==> src/rtl/acc_alu_pkg.sv <==
// Shared constants, operation codes and decode helpers for the accumulator datapath.
package acc_alu_pkg;

    // ------------------------------------------------------------------
    // Widths and reset values
    // ------------------------------------------------------------------
    localparam int          ACC_W     = 32;
    localparam int          OPND_W    = 16;
    localparam int          SHIFT_W   = 4;
    localparam logic [31:0] ACC_RST   = 32'h0000_0000;
    localparam logic        CARRY_RST = 1'b0;

    // ------------------------------------------------------------------
    // Peripheral mapped register window and timing counts
    // ------------------------------------------------------------------
    localparam logic [15:0] PERIPH_LO    = 16'h0020;
    localparam logic [15:0] PERIPH_HI    = 16'h004F;
    localparam logic [1:0]  CYC_SHORT    = 2'h1;
    localparam logic [1:0]  CYC_LONG     = 2'h2;
    localparam logic [1:0]  CYC_PERIPH   = 2'h1;
    localparam logic [1:0]  WORDS_SHORT  = 2'h1;
    localparam logic [1:0]  WORDS_LONG   = 2'h2;
    localparam logic [31:0] ACC_MOST_NEG = 32'h8000_0000;

    // ------------------------------------------------------------------
    // Operation codes
    // ------------------------------------------------------------------
    typedef enum logic [3:0] {
        OP_ADD         = 4'h0,
        OP_ADD_CARRY   = 4'h1,
        OP_ADD_BUF_C   = 4'h2,
        OP_ADD_UNS_LO  = 4'h3,
        OP_ADD_VAR_SH  = 4'h4,
        OP_AND         = 4'h5,
        OP_OR          = 4'h6,
        OP_LOAD_SHIFT  = 4'h7,
        OP_LOAD_VAR_SH = 4'h8,
        OP_LOAD_MAPPED = 4'h9,
        OP_LOAD_LOW    = 4'hA,
        OP_ABS         = 4'hB,
        OP_NORMALISE_OP        = 4'hC,
        OP_ROL_PAIR    = 4'hD,
        OP_ROR_PAIR    = 4'hE
    } alu_op_e;

    // True when an access address falls in the peripheral register window.
    function automatic logic is_peripheral(input logic [15:0] addr);
        return (addr >= PERIPH_LO) && (addr <= PERIPH_HI);
    endfunction : is_peripheral

    // True for the operations that accept a long immediate second word.
    function automatic logic takes_long(input alu_op_e op);
        return (op == OP_ADD) || (op == OP_AND) || (op == OP_OR) || (op == OP_LOAD_SHIFT);
    endfunction : takes_long

endpackage : acc_alu_pkg

==> src/rtl/alu_link_if.sv <==
// Operand and result bundle between the sequencer and the arithmetic core.
interface alu_link_if;
    acc_alu_pkg::alu_op_e op;
    logic [31:0]          acc;
    logic [31:0]          abuf;
    logic                 carry;
    logic                 sxm;
    logic [15:0]          operand;
    logic [3:0]           shift;
    logic [31:0]          res_acc;
    logic [31:0]          res_abuf;
    logic                 res_carry;

    modport core (input op, acc, abuf, carry, sxm, operand, shift,
                  output res_acc, res_abuf, res_carry);
    modport user (output op, acc, abuf, carry, sxm, operand, shift,
                  input res_acc, res_abuf, res_carry);
endinterface : alu_link_if

==> src/rtl/alu_core.sv <==
// Combinational arithmetic, logic, shift and rotate core.
module alu_core (
    alu_link_if.core lk     // Operands in, results out.
);
    logic [31:0] ext;
    logic [31:0] shifted;
    logic [32:0] sum;

    // Operand extension and left shift ahead of the adder.
    always_comb begin
        ext     = lk.sxm ? {{16{lk.operand[15]}}, lk.operand} : {16'h0000, lk.operand};
        shifted = ext << lk.shift;
    end

    // Result selection; carry only moves on the adds and the pair rotates.
    always_comb begin
        sum          = 33'h0_0000_0000;
        lk.res_acc   = lk.acc;
        lk.res_abuf  = lk.abuf;
        lk.res_carry = lk.carry;
        case (lk.op)
            acc_alu_pkg::OP_ADD, acc_alu_pkg::OP_ADD_VAR_SH: begin
                sum          = {1'b0, lk.acc} + {1'b0, shifted};
                lk.res_acc   = sum[31:0];
                lk.res_carry = sum[32];
            end
            acc_alu_pkg::OP_ADD_CARRY: begin
                sum          = {1'b0, lk.acc} + {1'b0, ext} + {32'h0000_0000, lk.carry};
                lk.res_acc   = sum[31:0];
                lk.res_carry = sum[32];
            end
            acc_alu_pkg::OP_ADD_BUF_C: begin
                sum          = {1'b0, lk.acc} + {1'b0, lk.abuf} + {32'h0000_0000, lk.carry};
                lk.res_acc   = sum[31:0];
                lk.res_carry = sum[32];
            end
            acc_alu_pkg::OP_ADD_UNS_LO: begin
                // Sign mode is ignored here on purpose.
                sum          = {1'b0, lk.acc} + {17'h0_0000, lk.operand};
                lk.res_acc   = sum[31:0];
                lk.res_carry = sum[32];
            end
            acc_alu_pkg::OP_AND: lk.res_acc = lk.acc & shifted;
            acc_alu_pkg::OP_OR: lk.res_acc = lk.acc | shifted;
            acc_alu_pkg::OP_LOAD_SHIFT, acc_alu_pkg::OP_LOAD_VAR_SH: lk.res_acc = shifted;
            acc_alu_pkg::OP_LOAD_MAPPED, acc_alu_pkg::OP_LOAD_LOW: begin
                lk.res_acc = {16'h0000, lk.operand};
            end
            acc_alu_pkg::OP_ABS: begin
                // The most negative value has no positive twin and stays put.
                lk.res_acc = lk.acc[31] ? 32'(-lk.acc) : lk.acc;
            end
            acc_alu_pkg::OP_NORMALISE_OP: begin
                if ((lk.acc[31] == lk.acc[30]) && (lk.acc != 32'h0000_0000)) begin
                    lk.res_acc = {lk.acc[30:0], 1'b0};
                end
            end
            acc_alu_pkg::OP_ROL_PAIR: begin
                {lk.res_carry, lk.res_abuf, lk.res_acc} = {lk.abuf, lk.acc, lk.carry};
            end
            acc_alu_pkg::OP_ROR_PAIR: begin
                {lk.res_abuf, lk.res_acc, lk.res_carry} = {lk.carry, lk.abuf, lk.acc};
            end
            default: lk.res_acc = lk.acc;
        endcase
    end
endmodule : alu_core

==> src/rtl/cycle_timer.sv <==
// Down counter that marks the last stall cycle of a multi-cycle operation.
module cycle_timer (
    input  wire logic       ref_clk,   // Core clock.
    input  wire logic       rst_b,     // Asynchronous reset, active low.
    input  wire logic       load,      // Start a count.
    input  wire logic [1:0] count_in,  // Cycles to wait.
    output logic            last       // High in the final waited cycle.
);
    typedef struct packed {
        logic [1:0] remain;
    } timer_s;

    timer_s s_q;
    timer_s s_d;

    // Reload on start, otherwise count down to zero.
    always_comb begin
        s_d = s_q;
        if (load) begin
            s_d.remain = count_in;
        end else if (s_q.remain != 2'h0) begin
            s_d.remain = s_q.remain - 2'h1;
        end
    end

    // State register.
    always_ff @(posedge ref_clk or negedge rst_b) begin
        if (!rst_b) begin
            s_q <= '0;
        end else begin
            s_q <= s_d;
        end
    end

    assign last = (s_q.remain == 2'h1);
endmodule : cycle_timer

==> src/rtl/accumulator_alu_datapath.sv <==
// Accumulator datapath: operation sequencer, timing and state registers.
// Function
// - Add/AND/OR/load-shift: long immediate costs two cycles.
// - Peripheral mapped register access adds one cycle.
// - Mapped load: one cycle processor, two peripheral.
// - Add buffer plus carry in one cycle.
// - Add memory operand plus carry, one cycle.
// - Unsigned low add ignores sign mode, one cycle.
// - Variable shift taken from shift count register.
// - Absolute value of accumulator in one cycle.
// - One normalisation step drops a sign bit.
// - Pair rotates through carry, both directions.
// - Low-word load clears the high half.
// - Counts assume internal memory, single execution.
module accumulator_alu_datapath (
    input  wire logic                 ref_clk,              // Core clock, 20 MHz.
    input  wire logic                 rst_b,                // Asynchronous reset, active low.
    input  wire logic                 op_valid,             // Decoder presents an operation.
    input  acc_alu_pkg::alu_op_e      op_code,              // Operation to run.
    input  wire logic                 long_imm,             // Second word carries the operand.
    input  wire logic                 mem_access,           // Operand comes over data space.
    input  wire logic [15:0]          mem_addr,             // Data space address of operand.
    input  wire logic [15:0]          operand,              // Operand value.
    input  wire logic [3:0]           shift_code,           // Immediate left shift.
    input  wire logic [3:0]           shift_count_register, // Low bits of shift register.
    input  wire logic                 sign_ext_mode,        // Sign extend operands.
    output logic                      op_ready,             // Ready to take an operation.
    output logic                      op_done,              // Result committed last edge.
    output logic [31:0]               acc_out,              // Accumulator.
    output logic [31:0]               accumulator_buffer,   // Accumulator buffer.
    output logic                      carry_out,            // Carry bit.
    output logic [1:0]                words_used,           // Program words of last op.
    output logic [1:0]                cycles_used           // Cycles of last op.
);

    // ------------------------------------------------------------------
    // State
    // ------------------------------------------------------------------
    typedef enum logic [1:0] {
        ST_IDLE = 2'b01,
        ST_WAIT = 2'b10
    } seq_state_e;

    typedef struct packed {
        seq_state_e  st;
        logic [31:0] acc;
        logic [31:0] abuf;
        logic        carry;
        logic [31:0] p_acc;
        logic [31:0] p_abuf;
        logic        p_carry;
        logic        ready;
        logic        done;
        logic [1:0]  words;
        logic [1:0]  cycles;
    } dp_s;

    dp_s s_q;
    dp_s s_d;

    alu_link_if lk ();

    logic       accept;
    logic       periph;
    logic       is_long;
    logic [1:0] n_cyc;
    logic       t_load;
    logic       t_last;

    // ------------------------------------------------------------------
    // Timing decode
    // ------------------------------------------------------------------
    // Cycle count per operation; figures assume internal program RAM and
    // dual-access data memory, with no repeat, so no wait states appear.
    always_comb begin
        accept  = op_valid && s_q.ready;
        periph  = mem_access && acc_alu_pkg::is_peripheral(mem_addr);
        is_long = long_imm && acc_alu_pkg::takes_long(op_code);
        n_cyc   = is_long ? acc_alu_pkg::CYC_LONG : acc_alu_pkg::CYC_SHORT;
        // A peripheral access rides the slower bus, one cycle more.
        if (periph) begin
            n_cyc = n_cyc + acc_alu_pkg::CYC_PERIPH;
        end
        t_load = accept && (n_cyc != acc_alu_pkg::CYC_SHORT);
    end

    // ------------------------------------------------------------------
    // Core hookup
    // ------------------------------------------------------------------
    // Variable shift ops take their amount from the shift count register.
    always_comb begin
        lk.op      = op_code;
        lk.acc     = s_q.acc;
        lk.abuf    = s_q.abuf;
        lk.carry   = s_q.carry;
        lk.sxm     = sign_ext_mode;
        lk.operand = operand;
        lk.shift   = shift_code;
        if ((op_code == acc_alu_pkg::OP_ADD_VAR_SH) ||
            (op_code == acc_alu_pkg::OP_LOAD_VAR_SH)) begin
            lk.shift = shift_count_register;
        end
    end

    alu_core u_core (
        .lk (lk.core)
    );

    cycle_timer u_timer (
        .ref_clk  (ref_clk),
        .rst_b    (rst_b),
        .load     (t_load),
        .count_in (2'(n_cyc - 2'h1)),
        .last     (t_last)
    );

    // ------------------------------------------------------------------
    // Sequencer
    // ------------------------------------------------------------------
    // Results are computed at acceptance and held until the last cycle, so
    // the operand bus need not stay stable during the stall.
    always_comb begin
        s_d      = s_q;
        s_d.done = 1'b0;
        case (s_q.st)
            ST_IDLE: begin
                if (accept) begin
                    s_d.words  = is_long ? acc_alu_pkg::WORDS_LONG
                                         : acc_alu_pkg::WORDS_SHORT;
                    s_d.cycles = n_cyc;
                    if (n_cyc == acc_alu_pkg::CYC_SHORT) begin
                        // Single-cycle ops commit at once.
                        s_d.acc   = lk.res_acc;
                        s_d.abuf  = lk.res_abuf;
                        s_d.carry = lk.res_carry;
                        s_d.done  = 1'b1;
                    end else begin
                        s_d.p_acc   = lk.res_acc;
                        s_d.p_abuf  = lk.res_abuf;
                        s_d.p_carry = lk.res_carry;
                        s_d.ready   = 1'b0;
                        s_d.st      = ST_WAIT;
                    end
                end
            end
            ST_WAIT: begin
                if (t_last) begin
                    s_d.acc   = s_q.p_acc;
                    s_d.abuf  = s_q.p_abuf;
                    s_d.carry = s_q.p_carry;
                    s_d.done  = 1'b1;
                    s_d.ready = 1'b1;
                    s_d.st    = ST_IDLE;
                end
            end
            default: begin
                s_d.st    = ST_IDLE;
                s_d.ready = 1'b1;
            end
        endcase
    end

    // State register; all outputs come straight from here.
    always_ff @(posedge ref_clk or negedge rst_b) begin
        if (!rst_b) begin
            s_q         <= '0;
            s_q.st      <= ST_IDLE;
            s_q.acc     <= acc_alu_pkg::ACC_RST;
            s_q.abuf    <= acc_alu_pkg::ACC_RST;
            s_q.carry   <= acc_alu_pkg::CARRY_RST;
            s_q.ready   <= 1'b1;
        end else begin
            s_q <= s_d;
        end
    end

    assign op_ready           = s_q.ready;
    assign op_done            = s_q.done;
    assign acc_out            = s_q.acc;
    assign accumulator_buffer = s_q.abuf;
    assign carry_out          = s_q.carry;
    assign words_used         = s_q.words;
    assign cycles_used        = s_q.cycles;

    logic single;
    assign single = accept && (n_cyc == acc_alu_pkg::CYC_SHORT);
endmodule : accumulator_alu_datapath

==> config.mk <==
export PLATFORM = sky130hd
export DESIGN_NAME = accumulator_alu_datapath
export DESIGN_NICKNAME = d
export VERILOG_FILES = /design/src/rtl/acc_alu_pkg.sv /design/src/rtl/alu_link_if.sv /design/src/rtl/alu_core.sv /design/src/rtl/cycle_timer.sv /design/src/rtl/accumulator_alu_datapath.sv
export SDC_FILE = /design/constraint.sdc
export NUM_CORES = 1
export LEC_CHECK = 0
export BUFFER_PORTS_ARGS = -buffer_cell sky130_fd_sc_hd__buf_2
export CORE_ASPECT_RATIO = 0.9
export CORE_UTILIZATION = 60
export CTS_CLUSTER_DIAMETER = 50
export DETAILED_ROUTE_END_ITERATION = 7
export PLACE_DENSITY = 0.89
export RECOVER_POWER = 100
export SYNTH_ARGS = -nofsm -noshare
export SYNTH_HDL_FRONTEND = slang
export SYNTH_SLANG_ARGS = --single-unit
==> constraint.sdc <==
create_clock -name ref_clk -period 4.1 [get_ports ref_clk]
set_input_delay 0.82 -clock ref_clk [delete_from_list [all_inputs] [get_ports ref_clk]]
set_output_delay 0.82 -clock ref_clk [all_outputs]
set_load 0.02 [all_outputs]
==> results of run 1 <==
cell families after synthesis:
family	after synthesis
compound gates	1050
simple gates	899
buf+inv	387
flops	140
fa+ha+maj	135
xor+xnor	72
mux	58
metrics by stage:
stage	hold slack, ns	instances	TNS, ns	worst slack [ns]	instance area (um2)
2_1_floorplan	0.442	2741	-14.88	-0.596	19800
4_1_cts	0.470	3517	-7.39	-0.325	24700
3_5_place_dp	0.466	3457	-49.35	-1.19	23100
3_3_place_gp	0.456	3457	-35.65	-0.893	23100
per-layer routing:
metal | overflow | track usage
met3 | 1 | 0.446
met2 | 25 | 0.790
met5 | 0 | 0.198
met4 | 28 | 0.512
met1 | 0 | 0.677
what timing repair did:
item                       CTS
pin swaps                   71
resized for setup          159
cloned                       1
setup endpoints to repair   51
setup buffers               28
==> results.json, run 1 <==
{
  "placement.io_buffers": 116,
  "cts_buffers": 17,
  "synth_area_um2": 19500,
  "die_w_um": 192,
  "failed_stage": "global routing",
  "grt_overflow": 54,
  "synth_cells": 2741,
  "synth_top_family_by_area": "compound AO/OA/AOI/OAI gates",
  "synth_edf_count": 0,
  "cts_root_buffer": "clkbuf_16",
  "synth_mux_area_frac": 0.0344,
  "cts_sinks": 140,
  "async_reset_ff_frac": 1.00,
  "syn_area_per_cell_um2": 7.10,
  "status": "did not finish",
  "dpl.hpwl_um": 62700,
  "cts.path.max_buffers": 2,
  "die_h_um": 173,
  "synth_nets": 2926,
  "gp_congestion": 1.20,
  "grt_max_degree": 85,
  "htreeDepth": 4,
  "synth_top_area_cell": "dfrtp_1",
  "synth-xor-area-share": 0.0332,
  "synth.distinct_cells": 100,
  "row_count": 62,
  "yosysMostFrequentCell": "nand2_1",
  "tool.error": "[ERROR GRT-0116] Global routing finished with congestion. Check the congestion regions in the DRC Viewer.",
  "yosys_warnings": 0,
  "synth_area_leaders": "dfrtp_1 18%, ha_1 8.4%, o21ai_0 6.8%, a21oi_1 5.9%, nand2_1 5.7%",
  "seq_area_frac_synth": 0.180,
  "synth_compound_area_frac": 0.356,
  "synthSimpleGateAreaFrac": 0.218,
  "grt_use_total": 0.625,
  "start_util": 0.610,
  "netlist.area_leader.share": 0.177,
  "synth_fa_ha_area_frac": 0.0887,
  "synth-seq-cells": 140,
  "yosys-top-cells-count": "297 x nand2_1, 264 x o21ai_0, 231 x a21oi_1",
  "pin_count": 121,
  "synth_top_flop_cell": "dfrtp_1",
  "grt_pass1_wl_um": 161000,
  "hold_buffers": 0,
  "grt_pass1_vias": 28600
}
==> inputs of run 2 (changes only) <==
CORE_ASPECT_RATIO = not set   (was 0.9)
CORE_UTILIZATION = 40   (was 60)
CTS_CLUSTER_DIAMETER = not set   (was 50)
PLACE_DENSITY = not set   (was 0.89)
PLACE_DENSITY_LB_ADDON = 0.15   (was not set)
==> run 2 against run 1 <==
Against the previous run: the flow now finishes, with violations (capacitance limit, slew limit, setup timing); synthesized area unchanged; synthesized cell count unchanged.
==> results.json, run 2 <==
{
  "synth_edf_count": 0,
  "dpl.hpwl_um": 78800,
  "ir_drop_uv": 231,
  "period_needed_ns": 4.61,
  "cts_buffers": 17,
  "htreeDepth": 4,
  "synth_area_leaders": "dfrtp_1 18%, ha_1 8.4%, o21ai_0 6.8%, a21oi_1 5.9%, nand2_1 5.7%",
  "grt_pass1_wl_um": 151000,
  "power.leakage_nw": 12.1,
  "cp.arrival_ns": 4.90,
  "fmax_mhz": 217,
  "end_kind": "flip-flop",
  "clock_skew_ns": 0.0143,
  "row_count": 80,
  "cts_tree": "done",
  "fin_cells": 3918,
  "syn_area_per_cell_um2": 7.10,
  "drc_errors": 0,
  "hold_viol": 0,
  "fin_util": 0.577,
  "ff_latch_area_um2": 3510,
  "synth_area_um2": 19500,
  "holdWs_ns": 0.477,
  "grt_use_total": 0.403,
  "yosys_warnings": 0,
  "pin_count": 121,
  "synth-seq-cells": 140,
  "largest_register_ffs": 67,
  "power_density_nw_per_um2": 195,
  "critPathRequiredTime_ns": 4.38,
  "yosys-top-cells-count": "297 x nand2_1, 264 x o21ai_0, 231 x a21oi_1",
  "dr.pass1.iters": 6,
  "drtIter0Drc": 2617,
  "routed-via-count": 25200,
  "failed_checks": "capacitance limit, slew limit, setup timing",
  "grt_pass1_vias": 23800,
  "wirelength_um": 103000,
  "setup_viol": 55,
  "nets": 3475,
  "synth_top_area_cell": "dfrtp_1",
  "hold_path.class": "flip-flop to flip-flop",
  "synth.distinct_cells": 100,
  "grt_max_degree": 103,
  "placement.io_buffers": 116,
  "antenna_found_initial": 0,
  "final_cell_mix": "589 x buf_4, 284 x nand2_1, 216 x o21ai_0",
  "synth_cells": 2741,
  "hold_buffers": 0,
  "top_register": "s_q",
  "setup_ws_ns": -0.512,
  "dp.cells": 3823,
  "seq_area_frac_synth": 0.180,
  "yosysMostFrequentCell": "nand2_1",
  "synth_nets": 2926,
  "viasPerCell": 6.42,
  "tightestPinTransition_ns": 2.71,
  "insertion_delay_ns": 0.44,
  "area_delta_synth_final_pct": 41.8,
  "critPathKind": "primary input to flip-flop",
  "grt_overflow": 0,
  "cp-start-kind": "primary input",
  "gp_congestion": 1.02,
  "async_reset_ff_frac": 1.00,
  "slew_headroom": -0.810,
  "drv_cap": 2,
  "postRouteAntennaNets": 0,
  "netlist.area_leader.share": 0.177,
  "fillers": 4603,
  "synth_top_flop_cell": "dfrtp_1",
  "clkSlewWorstSetupHoldPaths_ns": 0.06,
  "dieArea_um2": 49500,
  "layout-drive-gt1-share": 0.338,
  "die_w_um": 223,
  "status": "complete, but fails checks",
  "cp_max_fo": 4,
  "cts.path.max_buffers": 2,
  "start_util": 0.407,
  "die_h_um": 223,
  "final_common_cell": "buf_4",
  "period_share": 1.12,
  "multi_input_area_um2": 16300,
  "diodes": 0,
  "cts_root_buffer": "clkbuf_16",
  "cts_sinks": 140,
  "maxSlewViolCount": 139,
  "avgRoutedWirePerCell_um": 26.4,
  "rsz0062_at_grt": "yes",
  "core_area_um2": 47800
}
run 2: final cells by class:
cell class | instances | area share
sequential | 140 | 0.127
multi-input combinational | 2215 | 0.591
clock inverter | 9 | 0.00399
inverter | 107 | 0.0148
tap | 615 | 0.0279
clock buffer | 23 | 0.0177
timing repair buffer | 809 | 0.218
run 2: worst paths after layout:
| path | cells past startpoint | endpoint | slack [ns] | from |
|---|---|---|---|---|
| max | 24 | acc_out[29] | -0.51 | op_code[0] |
| min | 2 | s_q[59] | 0.48 | s_q[59] |
| max reg2reg | 17 | carry_out | -0.27 | carry_out |
| min reg2reg | 2 | s_q[59] | 0.48 | s_q[59] |
| max in group asynchronous | 2 | s_q[19] | 1.07 | rst_b |
| min in group asynchronous | 1 | accumulator_buffer[6] | 1.14 | rst_b |
run 2: layer usage:
metal,GRT usage,vias up,part of all wire
li1,-,11200,-
met1,0.498,12300,0.39
met2,0.654,1274,0.46
met3,0.0540,373,0.072
met4,0.274,0,0.080
met5,0,-,0
run 2: what timing repair did:
item / in CTS / in global routing
setup buffers: 38 / 36
setup endpoints to repair: 61 / 62
cloned: 0 / 1
pin swaps: 89 / 124
resized for setup: 223 / 192
run 2: worst max-delay path: stages:
cell	delay, ns
buf_8	0.11
or2_4	0.29
o21ai_4	0.22
buf_6	0.13
buf_6	0.08
a21boi_1	0.11
o21ai_0	0.21
nor2b_4	0.22
mux2i_1	0.10
a221oi_2	0.26
buf_4	0.19
inv_4	0.04
ha_4	0.17
a21oi_2	0.17
buf_4	0.15
o21ai_1	0.14
buf_4	0.18
a21o_1	0.22
a21oi_1	0.14
o22ai_1	0.11
a221o_1	0.33
nor4_2	0.22
buf_4	0.19
o41ai_2	0.06
run 2: through the flow:
step	power, mW	TNS [ns]	setup slack (ns)	instance area [um2]
floorplan	2.31	-14.88	-0.596	19800
global placement	3.29	-57.31	-1.49	24700
detailed placement	3.30	-62.28	-1.48	24700
CTS	5.13	-14.84	-0.534	26700
global route	5.56	-24.58	-0.656	27600
finish	5.38	-17.73	-0.512	27600
run 2: cells by family after synthesis:
logic type | after synthesis | share of synthesized area
adders and majority gates | 135 | 0.0887
DFF | 140 | 0.180
buffers and inverters | 387 | 0.0895
muxes | 58 | 0.0344
and+or+nand+nor | 899 | 0.218
AOI/OAI and AO/OA | 1050 | 0.356
xor gates and xnor gates | 72 | 0.0332
run 2: power breakdown:
group          switching, mW  internal, mW  leakage (nW)  total (mW)
Clock                  0.637         0.961         0.286        1.60
Sequential                 0          1.38          1.91        1.38
Combinational           1.32          1.08          9.91        2.40
Note: power is estimated with default switching activity, not from simulation.
